[src/hw/rollctr_params.svh]
// constants for the secure mode and rolling counter controller
`ifndef ROLLCTR_PARAMS_SVH
`define ROLLCTR_PARAMS_SVH
`define CTR_WIDTH 24
`define CTR_RESET 24'h000000
`define TEACH_TYPE_PUSHBUTTON 4'h1
`define FACTORY_PRESSES 3'h7
`define REG_CTRL 12'h000
`define REG_STATUS 12'h004
`define REG_CTR_USER 12'h008
`define REG_CTR_FACT 12'h00C
`define REG_TX_INFO 12'h010
`define REG_CUSTOM 12'h014
`define CTRL_KEY_CHANGE 0
`define CTRL_NFC_TEACH 1
`define CTRL_MODE_WE 2
`define CTRL_MODE_LSB 4
`endif

[src/hw/rollctr_pkg.sv]
// types for the secure mode and rolling counter controller
package rollctr_pkg;
  typedef enum logic [1:0] {MODE_NORMAL, MODE_IMPLICIT, MODE_EXPLICIT} op_mode_t;
  typedef enum logic [1:0] {COMBO_NONE, COMBO_TWO, COMBO_THREE, COMBO_FOUR} combo_t;
  typedef enum logic [1:0] {TX_NONE, TX_DATA, TX_TEACH} tx_kind_t;
endpackage : rollctr_pkg

[src/hw/contact_if.sv]
// contact classification carried between controller and decoder
`timescale 1ns/1ps
`default_nettype none
interface contact_if;
  logic [3:0] contacts;
  rollctr_pkg::combo_t combo;
  modport decoder (input contacts, output combo);
  modport user (output contacts, input combo);
endinterface : contact_if
`default_nettype wire

[src/hw/combo_decoder.sv]
// classifies the four rocker contacts into a contact combination
`timescale 1ns/1ps
`default_nettype none
module combo_decoder (
  contact_if.decoder cif
);
  import rollctr_pkg::*;
  wire [2:0] count;
  wire chan_a_both;
  wire chan_b_both;
  // bits: 0 chan_a_state_zero, 1 chan_a_state_one, 2 chan_b_state_zero, 3 chan_b_state_one
  assign count = 3'(cif.contacts[0]) + 3'(cif.contacts[1]) + 3'(cif.contacts[2])
    + 3'(cif.contacts[3]);
  assign chan_a_both = cif.contacts[0] & cif.contacts[1];
  assign chan_b_both = cif.contacts[2] & cif.contacts[3];
  // a cross-channel pair is no combination; it stays a plain data press
  assign cif.combo = (count == 3'h4) ? COMBO_FOUR :
    (count == 3'h3) ? COMBO_THREE :
    ((count == 3'h2) && (chan_a_both || chan_b_both)) ? COMBO_TWO :
    COMBO_NONE;
endmodule : combo_decoder
`default_nettype wire

[src/hw/bow_sequencer.sv]
// tracks the energy bow press and release sequence under a held combination
`timescale 1ns/1ps
`default_nettype none
module bow_sequencer (
  input wire logic clk,
  input wire logic rst_n,
  input wire logic bow_press,
  input wire logic bow_release,
  input wire rollctr_pkg::combo_t combo,
  output logic [3:0] presses,
  output logic [3:0] releases,
  output rollctr_pkg::combo_t held
);
  import rollctr_pkg::*;
  // a change of combination mid sequence restarts the count
  wire restart;
  assign restart = (combo != held) || (combo == COMBO_NONE);
  always_ff @(posedge clk or negedge rst_n) begin
    if (!rst_n) begin
      presses <= 4'h0;
      releases <= 4'h0;
      held <= COMBO_NONE;
    end else if (bow_press && restart) begin
      presses <= 4'h1;
      releases <= 4'h0;
      held <= combo;
    end else if (bow_press) begin
      presses <= (presses == 4'hF) ? presses : presses + 4'h1;
    end else if (bow_release && restart) begin
      presses <= 4'h0;
      releases <= 4'h0;
      held <= COMBO_NONE;
    end else if (bow_release) begin
      releases <= (releases == 4'hF) ? releases : releases + 4'h1;
    end
  end
endmodule : bow_sequencer
`default_nettype wire

[src/hw/secure_mode_rolling_counter_ctrl.sv]
// operating mode, rolling counter and teach-in control of a pushbutton transmitter
`timescale 1ns/1ps
`default_nettype none
`include "rollctr_params.svh"
module secure_mode_rolling_counter_ctrl (
  // clock and reset
  input wire logic CORE_CLK,
  input wire logic RSTN,
  // contacts and energy bow, one-cycle pulses for the bow
  input wire logic [3:0] CONTACTS,
  input wire logic BOW_PRESS,
  input wire logic BOW_RELEASE,
  // apb slave
  input wire logic PSEL,
  input wire logic PENABLE,
  input wire logic PWRITE,
  input wire logic [11:0] PADDR,
  input wire logic [31:0] PWDATA,
  output logic [31:0] PRDATA,
  output logic PREADY,
  output logic PSLVERR,
  // telegram request to the encoder
  output logic TX_VALID,
  output rollctr_pkg::tx_kind_t TX_KIND,
  output logic TX_CTR_PRESENT,
  output logic [23:0] TX_CTR,
  output logic [3:0] TX_TEACH_TYPE,
  output logic TX_SINGLE,
  output logic [3:0] TX_CONTACTS,
  output rollctr_pkg::op_mode_t MODE
);
  import rollctr_pkg::*;

  // flip-flops here stand for the non-volatile store; RSTN models production only
  op_mode_t mode;
  logic [`CTR_WIDTH-1:0] ctr_user;
  logic [`CTR_WIDTH-1:0] ctr_fact;
  logic user_key;
  logic [31:0] custom_msg;
  logic [3:0] presses;
  logic [3:0] releases;
  combo_t held;
  combo_t combo;
  contact_if cif ();

  assign cif.contacts = CONTACTS;
  assign combo = cif.combo;

  combo_decoder u_dec (
    .cif(cif)
  );

  bow_sequencer u_seq (
    .clk(CORE_CLK),
    .rst_n(RSTN),
    .bow_press(BOW_PRESS),
    .bow_release(BOW_RELEASE),
    .combo(combo),
    .presses(presses),
    .releases(releases),
    .held(held)
  );

  // apb decode
  wire apb_setup;
  wire apb_wr;
  wire apb_rd;
  wire hit_ctrl;
  wire hit_status;
  wire hit_cu;
  wire hit_cf;
  wire hit_tx;
  wire hit_custom;
  wire mapped;
  assign apb_setup = PSEL && !PENABLE;
  assign hit_ctrl = PADDR == `REG_CTRL;
  assign hit_status = PADDR == `REG_STATUS;
  assign hit_cu = PADDR == `REG_CTR_USER;
  assign hit_cf = PADDR == `REG_CTR_FACT;
  assign hit_tx = PADDR == `REG_TX_INFO;
  assign hit_custom = PADDR == `REG_CUSTOM;
  assign mapped = hit_ctrl | hit_status | hit_cu | hit_cf | hit_tx | hit_custom;
  // writes take effect at the access edge, when pready is high
  assign apb_wr = PSEL && PENABLE && PREADY && PWRITE && mapped;
  assign apb_rd = apb_setup && !PWRITE;

  wire key_change;
  wire nfc_teach;
  wire sw_mode_we;
  op_mode_t sw_mode;
  assign key_change = apb_wr && hit_ctrl && PWDATA[`CTRL_KEY_CHANGE];
  assign nfc_teach = apb_wr && hit_ctrl && PWDATA[`CTRL_NFC_TEACH];
  assign sw_mode_we = apb_wr && hit_ctrl && PWDATA[`CTRL_MODE_WE];
  assign sw_mode = op_mode_t'(PWDATA[`CTRL_MODE_LSB +: 2]);
  // mode code 3 names no mode and is dropped
  wire sw_mode_ok;
  assign sw_mode_ok = sw_mode_we && (PWDATA[`CTRL_MODE_LSB +: 2] != 2'h3);

  // bow sequence events, seen on the edge they arrive
  wire seq_ok;
  wire ev_normal;
  wire ev_resend;
  wire ev_switch;
  wire ev_factory;
  wire ev_data;
  combo_t seq_combo;
  op_mode_t target;
  assign seq_combo = combo;
  assign seq_ok = (combo == held) && (combo != COMBO_NONE);
  assign target = (combo == COMBO_TWO) ? MODE_IMPLICIT : MODE_EXPLICIT;
  // four contacts: first press gives normal mode
  assign ev_normal = BOW_PRESS && (combo == COMBO_FOUR) && !seq_ok;
  // press-release with two or three contacts, only in the matching mode
  assign ev_resend = BOW_RELEASE && seq_ok && (seq_combo != COMBO_FOUR)
    && (presses == 4'h1) && (releases == 4'h0) && (mode == target);
  // second press after one release switches and teaches
  assign ev_switch = BOW_PRESS && seq_ok && (seq_combo != COMBO_FOUR)
    && (presses == 4'h1) && (releases == 4'h1);
  // seventh release with four contacts held throughout
  assign ev_factory = BOW_RELEASE && seq_ok && (seq_combo == COMBO_FOUR)
    && (presses == 4'(`FACTORY_PRESSES)) && (releases == 4'(`FACTORY_PRESSES) - 4'h1);
  // contact combinations (a same-channel pair, three or four contacts) never produce data
  assign ev_data = (BOW_PRESS || BOW_RELEASE) && (combo == COMBO_NONE);

  op_mode_t mode_after;
  wire teach;
  wire secure_after;
  wire sends;
  wire [`CTR_WIDTH-1:0] ctr_now;
  wire tx_uses_ctr;
  assign mode_after = ev_switch ? target : (ev_normal || ev_factory) ? MODE_NORMAL :
    sw_mode_ok ? sw_mode : mode;
  assign teach = ev_resend || ev_switch || (nfc_teach && mode != MODE_NORMAL);
  assign secure_after = mode_after != MODE_NORMAL;
  assign sends = teach || (ev_data && secure_after);
  assign ctr_now = user_key ? ctr_user : ctr_fact;
  assign tx_uses_ctr = teach || mode_after == MODE_EXPLICIT;

  // wrap is harmless in practice at 24 bits
  wire [`CTR_WIDTH-1:0] next_ctr;
  assign next_ctr = ctr_now + `CTR_WIDTH'(1);

  always_ff @(posedge CORE_CLK or negedge RSTN) begin
    if (!RSTN) begin
      mode <= MODE_NORMAL;
    end else begin
      mode <= mode_after;
    end
  end

  // each key keeps its own counter, so a factory reset resumes where it stopped
  always_ff @(posedge CORE_CLK or negedge RSTN) begin
    if (!RSTN) begin
      user_key <= 1'b0;
    end else if (ev_factory) begin
      user_key <= 1'b0;
    end else if (key_change) begin
      user_key <= 1'b1;
    end
  end

  always_ff @(posedge CORE_CLK or negedge RSTN) begin
    if (!RSTN) begin
      ctr_user <= `CTR_RESET;
    end else if (key_change) begin
      ctr_user <= `CTR_RESET;
    end else if (sends && user_key) begin
      ctr_user <= next_ctr;
    end
  end

  // advances even when a key change lands in the same cycle, so no value is reused
  always_ff @(posedge CORE_CLK or negedge RSTN) begin
    if (!RSTN) begin
      ctr_fact <= `CTR_RESET;
    end else if (sends && !user_key) begin
      ctr_fact <= next_ctr;
    end
  end

  // custom message has no reset path from the factory sequence
  always_ff @(posedge CORE_CLK or negedge RSTN) begin
    if (!RSTN) begin
      custom_msg <= 32'h00000000;
    end else if (apb_wr && hit_custom) begin
      custom_msg <= PWDATA;
    end
  end

  // telegram request, one cycle per actuation; the fields hold until the next one
  wire tx_event;
  wire tx_ctr_on;
  assign tx_event = teach || ev_data;
  assign tx_ctr_on = (teach || (ev_data && secure_after)) && tx_uses_ctr;

  always_ff @(posedge CORE_CLK or negedge RSTN) begin
    if (!RSTN) begin
      TX_VALID <= 1'b0;
    end else begin
      TX_VALID <= tx_event;
    end
  end

  always_ff @(posedge CORE_CLK or negedge RSTN) begin
    if (!RSTN) begin
      TX_KIND <= TX_NONE;
    end else if (tx_event) begin
      TX_KIND <= teach ? TX_TEACH : TX_DATA;
    end
  end

  always_ff @(posedge CORE_CLK or negedge RSTN) begin
    if (!RSTN) begin
      TX_CTR_PRESENT <= 1'b0;
    end else if (tx_event) begin
      TX_CTR_PRESENT <= tx_ctr_on;
    end
  end

  // value before the increment, the one the telegram is protected with
  always_ff @(posedge CORE_CLK or negedge RSTN) begin
    if (!RSTN) begin
      TX_CTR <= `CTR_RESET;
    end else if (tx_event) begin
      TX_CTR <= ctr_now;
    end
  end

  always_ff @(posedge CORE_CLK or negedge RSTN) begin
    if (!RSTN) begin
      TX_TEACH_TYPE <= 4'h0;
    end else if (tx_event) begin
      TX_TEACH_TYPE <= teach ? `TEACH_TYPE_PUSHBUTTON : 4'h0;
    end
  end

  always_ff @(posedge CORE_CLK or negedge RSTN) begin
    if (!RSTN) begin
      TX_SINGLE <= 1'b0;
    end else if (tx_event) begin
      TX_SINGLE <= teach;
    end
  end

  always_ff @(posedge CORE_CLK or negedge RSTN) begin
    if (!RSTN) begin
      TX_CONTACTS <= 4'h0;
    end else if (tx_event) begin
      TX_CONTACTS <= CONTACTS;
    end
  end

  always_ff @(posedge CORE_CLK or negedge RSTN) begin
    if (!RSTN) begin
      MODE <= MODE_NORMAL;
    end else begin
      MODE <= mode_after;
    end
  end

  // apb answer: zero wait states, unmapped gives pslverr
  wire [31:0] rd_mux;
  assign rd_mux = hit_status ? {24'h000000, 2'b00, held, 1'b0, user_key, mode} :
    hit_cu ? {8'h00, ctr_user} :
    hit_cf ? {8'h00, ctr_fact} :
    hit_tx ? {8'h00, TX_CTR} :
    hit_custom ? custom_msg :
    32'h00000000;

  always_ff @(posedge CORE_CLK or negedge RSTN) begin
    if (!RSTN) begin
      PREADY <= 1'b0;
    end else begin
      PREADY <= apb_setup;
    end
  end

  // unmapped addresses answer with an error and are never written
  always_ff @(posedge CORE_CLK or negedge RSTN) begin
    if (!RSTN) begin
      PSLVERR <= 1'b0;
    end else begin
      PSLVERR <= apb_setup && !mapped;
    end
  end

  always_ff @(posedge CORE_CLK or negedge RSTN) begin
    if (!RSTN) begin
      PRDATA <= 32'h00000000;
    end else begin
      PRDATA <= apb_rd ? rd_mux : 32'h00000000;
    end
  end
endmodule : secure_mode_rolling_counter_ctrl
`default_nettype wire

[config.mk]
export PLATFORM = sky130hd
export DESIGN_NAME = secure_mode_rolling_counter_ctrl
export DESIGN_NICKNAME = d
export VERILOG_FILES = /design/src/hw/rollctr_pkg.sv /design/src/hw/contact_if.sv /design/src/hw/combo_decoder.sv /design/src/hw/bow_sequencer.sv /design/src/hw/secure_mode_rolling_counter_ctrl.sv
export VERILOG_INCLUDE_DIRS = /design/src /design/src/hw
export SDC_FILE = /design/constraint.sdc
export NUM_CORES = 1
export LEC_CHECK = 0
export BUFFER_PORTS_ARGS = -buffer_cell sky130_fd_sc_hd__clkbuf_2
export CAP_MARGIN = 15
export CORE_ASPECT_RATIO = 0.6
export CORE_MARGIN = 2
export CORE_UTILIZATION = 55
export DETAILED_ROUTE_END_ITERATION = 8
export PLACE_DENSITY = 0.9
export SETUP_SLACK_MARGIN = 0.5
export SLEW_MARGIN = 20
export SYNTH_ARGS = -nofsm -noshare
export SYNTH_HDL_FRONTEND = slang
export SYNTH_SLANG_ARGS = --single-unit
[constraint.sdc]
create_clock -name CORE_CLK -period 4.3 [get_ports CORE_CLK]
set_input_delay 0.86 -clock CORE_CLK [delete_from_list [all_inputs] [get_ports CORE_CLK]]
set_output_delay 0.86 -clock CORE_CLK [all_outputs]
set_load 0.01 [all_outputs]
==> reports/qor.csv <==
metric,value,unit
status,completed,
# DRC,0,
Die Area,16000,um^2
clk buf depth,2,
CTS Buf Count,17,
Post-synth EDFFs,0,
"Clk Latency, worst-skew pair",0.43,ns
H-tree Lvls,4,
maximum VDD drop,0.000238,V
Hold Fails Final Rpt,0,
filler cell count,1100,
Syn. warnings,0,
Area Growth Syn to Fin,17.9,%
Root Buffer,clkbuf_16,
sequential-to-total area share from yosys stat,48.5,%
"Cell Count, Final, Fillers Out",1100,
clock edge transition at the registers on the reported setup and hold paths,0.07,ns
leakage,4.69,nW
post-cts resize count,0,
initial antenna violation count,1,
"flops & latches, synth",159,
hold_buf cts,0,
Netlist Area Pre-Place,8210,um^2
Post-DP HPWL,15300,um
Setup CP Type,in -> reg,
DR vias/cell,6.42,
pins over their slew limit,0,
Util after Layout,66.5,%
crit path time final,3.55,ns
total track usage,29.1,%
Port Buffers,124,
initial core utilization,56.4,%
crit-path max FO,17,
Ports,128,
CTS tree,done,
Rows,34,
Slew headroom,41.3,%
DRT Wirelength,22800,um
MaxCap Viol Count,0,
most frequent cells in the layout,"158 x dfrtp_1, 123 x clkbuf_2, 64 x mux2_2",
largest net degree at the start of global routing,96,
Nets,954,
unrepaired setup endpoints after global routing,false,
Critical-path top delay cell,a2111o_1,
ANT cells,0,
TritonRoute pass-1 iters,6,
CP arrival,3.82,ns
Yosys top cell by area,dfrtp_1,
Cells after DPL,1065,
post-route setup TNS,0,ns
die height,98.6,um
Final setup viols,0,
Core Region,14500,um^2
share of cells above drive strength 1,29.3,%
average wire per standard cell,20.7,um
synth top area cells,"dfrtp_1 48%, mux2_2 8.8%, mux2i_1 4.0%",
dominant synthesized flop cell,dfrtp_1,
max frequency,282,MHz
post-route ant nets,0,
Required @ worst endpoint,4.57,ns
grt ovf,0,
CP Cell Sequence,clkbuf_2 > ha_1 > inv_1 > fa_1 > inv_1 > ha_1 > and3b_1 > a21oi_1 > nand3_1 > buf_4 > a2111o_1 > o211ai_1 > a21oi_1,
pwr/cell area,348,nW/um^2
vias in the first global route,6704,
Unique masters post-synth,64,
1st-iter DRT viols,914,
average cell area after synthesis,10.6,um^2
Hold Path Class,in -> async,
DR vias,7061,
Critical Path Max Stage Delay,0.72,ns
Slew @ Worst Pin,0.880,ns
DIE WIDTH,162,um
Synth top area share,48.5,%
Top Family by Delay on Critical Path,compound AO/OA/AOI/OAI gates,
Post-CTS Setup Inserts,0,
"commonest non-fill, non-tap cell in the layout",dfrtp_1,
first-pass GRT wire length,36200,um
Max Clock Skew,0.00802,ns
WP buf/inv,4,
Async SR Flop Fraction,100,%
CP Launch Type,input port,
Post-Synthesis Cells,773,
clock sink count,159,
Tcrit/Tclk final,82.6,%
gpl congestion,0.916,
Setup crit end kind,flop,
-- layer usage --
layer	GRT usage (%)	part of all wire, %	up-vias
met5	0	0	-
met4	7.76	1.6	0
met3	9.51	13	38
met2	40.9	41	482
met1	43.4	44	3423
li1	-	-	3118
-- stage by stage --
| stage | worst slack (ns) | power [W] | hold WS [ns] | instance area (um^2) |
|---|---|---|---|---|
| 6_report | 0.750 | 0.00337 | 0.501 | 9680 |
| 3_3_place_gp | 0.350 | 0.00183 | 0.478 | 9040 |
| 3_5_place_dp | 0.270 | 0.00184 | 0.482 | 9040 |
| 2_1_floorplan | 0.631 | 0.00171 | 0.454 | 8220 |
| 4_1_cts | 0.707 | 0.00338 | 0.502 | 9650 |
| 5_1_grt | 0.587 | 0.00348 | 0.509 | 9680 |
-- worst paths after layout --
| path | from | end | slack, ns | depth (start not counted) |
|---|---|---|---|---|
| worst max register to register | user_key$_DFFE_PN0P_ | ctr_user[23]$_DFFE_PN0P_ | 1.22 | 7 |
| worst max-delay path | CONTACTS[1] | ctr_user[11]$_DFFE_PN0P_ | 0.75 | 13 |
| max in group asynchronous | RSTN | TX_CTR[22]$_DFFE_PN0P_ | 2.88 | 2 |
| worst min-delay path | RSTN | custom_msg[8]$_DFFE_PN0P_ | 0.50 | 1 |
| min in group CORE_CLK | custom_msg[25]$_DFFE_PN0P_ | custom_msg[25]$_DFFE_PN0P_ | 0.50 | 1 |
| worst min register to register | custom_msg[25]$_DFFE_PN0P_ | custom_msg[25]$_DFFE_PN0P_ | 0.50 | 1 |
-- cells by family after synthesis --
| group | after synthesis | share of synthesized area, % |
|---|---|---|
| AO/OA/AOI/OAI | 217 | 18.2 |
| adder cells (fa/ha/maj) | 10 | 1.62 |
| XOR/XNOR | 19 | 2.03 |
| AND/OR/NAND/NOR | 175 | 11.9 |
| multiplexers | 99 | 13.1 |
| buffers and inverters | 93 | 4.71 |
| flip-flops | 159 | 48.5 |
| other | 1 | 0.0457 |
-- worst register-to-register path, cell delays in order (launching register included) --
cell       delay [ns]
dfrtp_2          0.64
buf_4            0.45
mux2_2           0.32
a21boi_0         0.26
nand2_1          0.16
or3_1            0.44
a2111oi_1        0.48
mux2i_1          0.25
-- sequential cells by signal, summed over array words and instances (netlist names), 4 cells and up --
name / cells
TX_CONTACTS: 4
ctr_fact: 24
custom_msg: 32
u_seq.presses: 4
u_seq.releases: 4
TX_CTR: 24
ctr_user: 24
PRDATA: 32
-- cell type report --
type,count,area (um^2),share of cell area [%]
clock buffer,18,429,4.43
clock inverter,14,173,1.78
inverter,33,124,1.28
multi-input combinational,523,3850,39.8
sequential,159,3980,41.1
tap,198,248,2.56
timing repair buffer,155,872,9.01
-- Yosys cell counts (all sizes together), types with 5 or more instances --
library cell and count:
clkbuf 40, buf 20, a222oi 5, o211ai 32
nand2b 14, ha 9, nand3b 7, nor4 5
nor2 20, o21ai 39, nand4 10, and3 12
mux2i 33, a22oi 39, or4 6, nand3 24
a211oi 12, inv 32, o2111ai 12, mux2 66
dfrtp 159, xnor2 8, xor2 11, nand2 47
a21oi 51
-- power breakdown --
part / switching (W) / leakage (nW) / internal (W)
Clock: 0.000676 / 0.295 / 0.000878
Sequential: 0.0000255 / 2.16 / 0.00152
Combinational: 0.000171 / 2.23 / 0.0000994
Total: 0.000872 / 4.69 / 0.00250
Power figures use the tool's default switching activity.
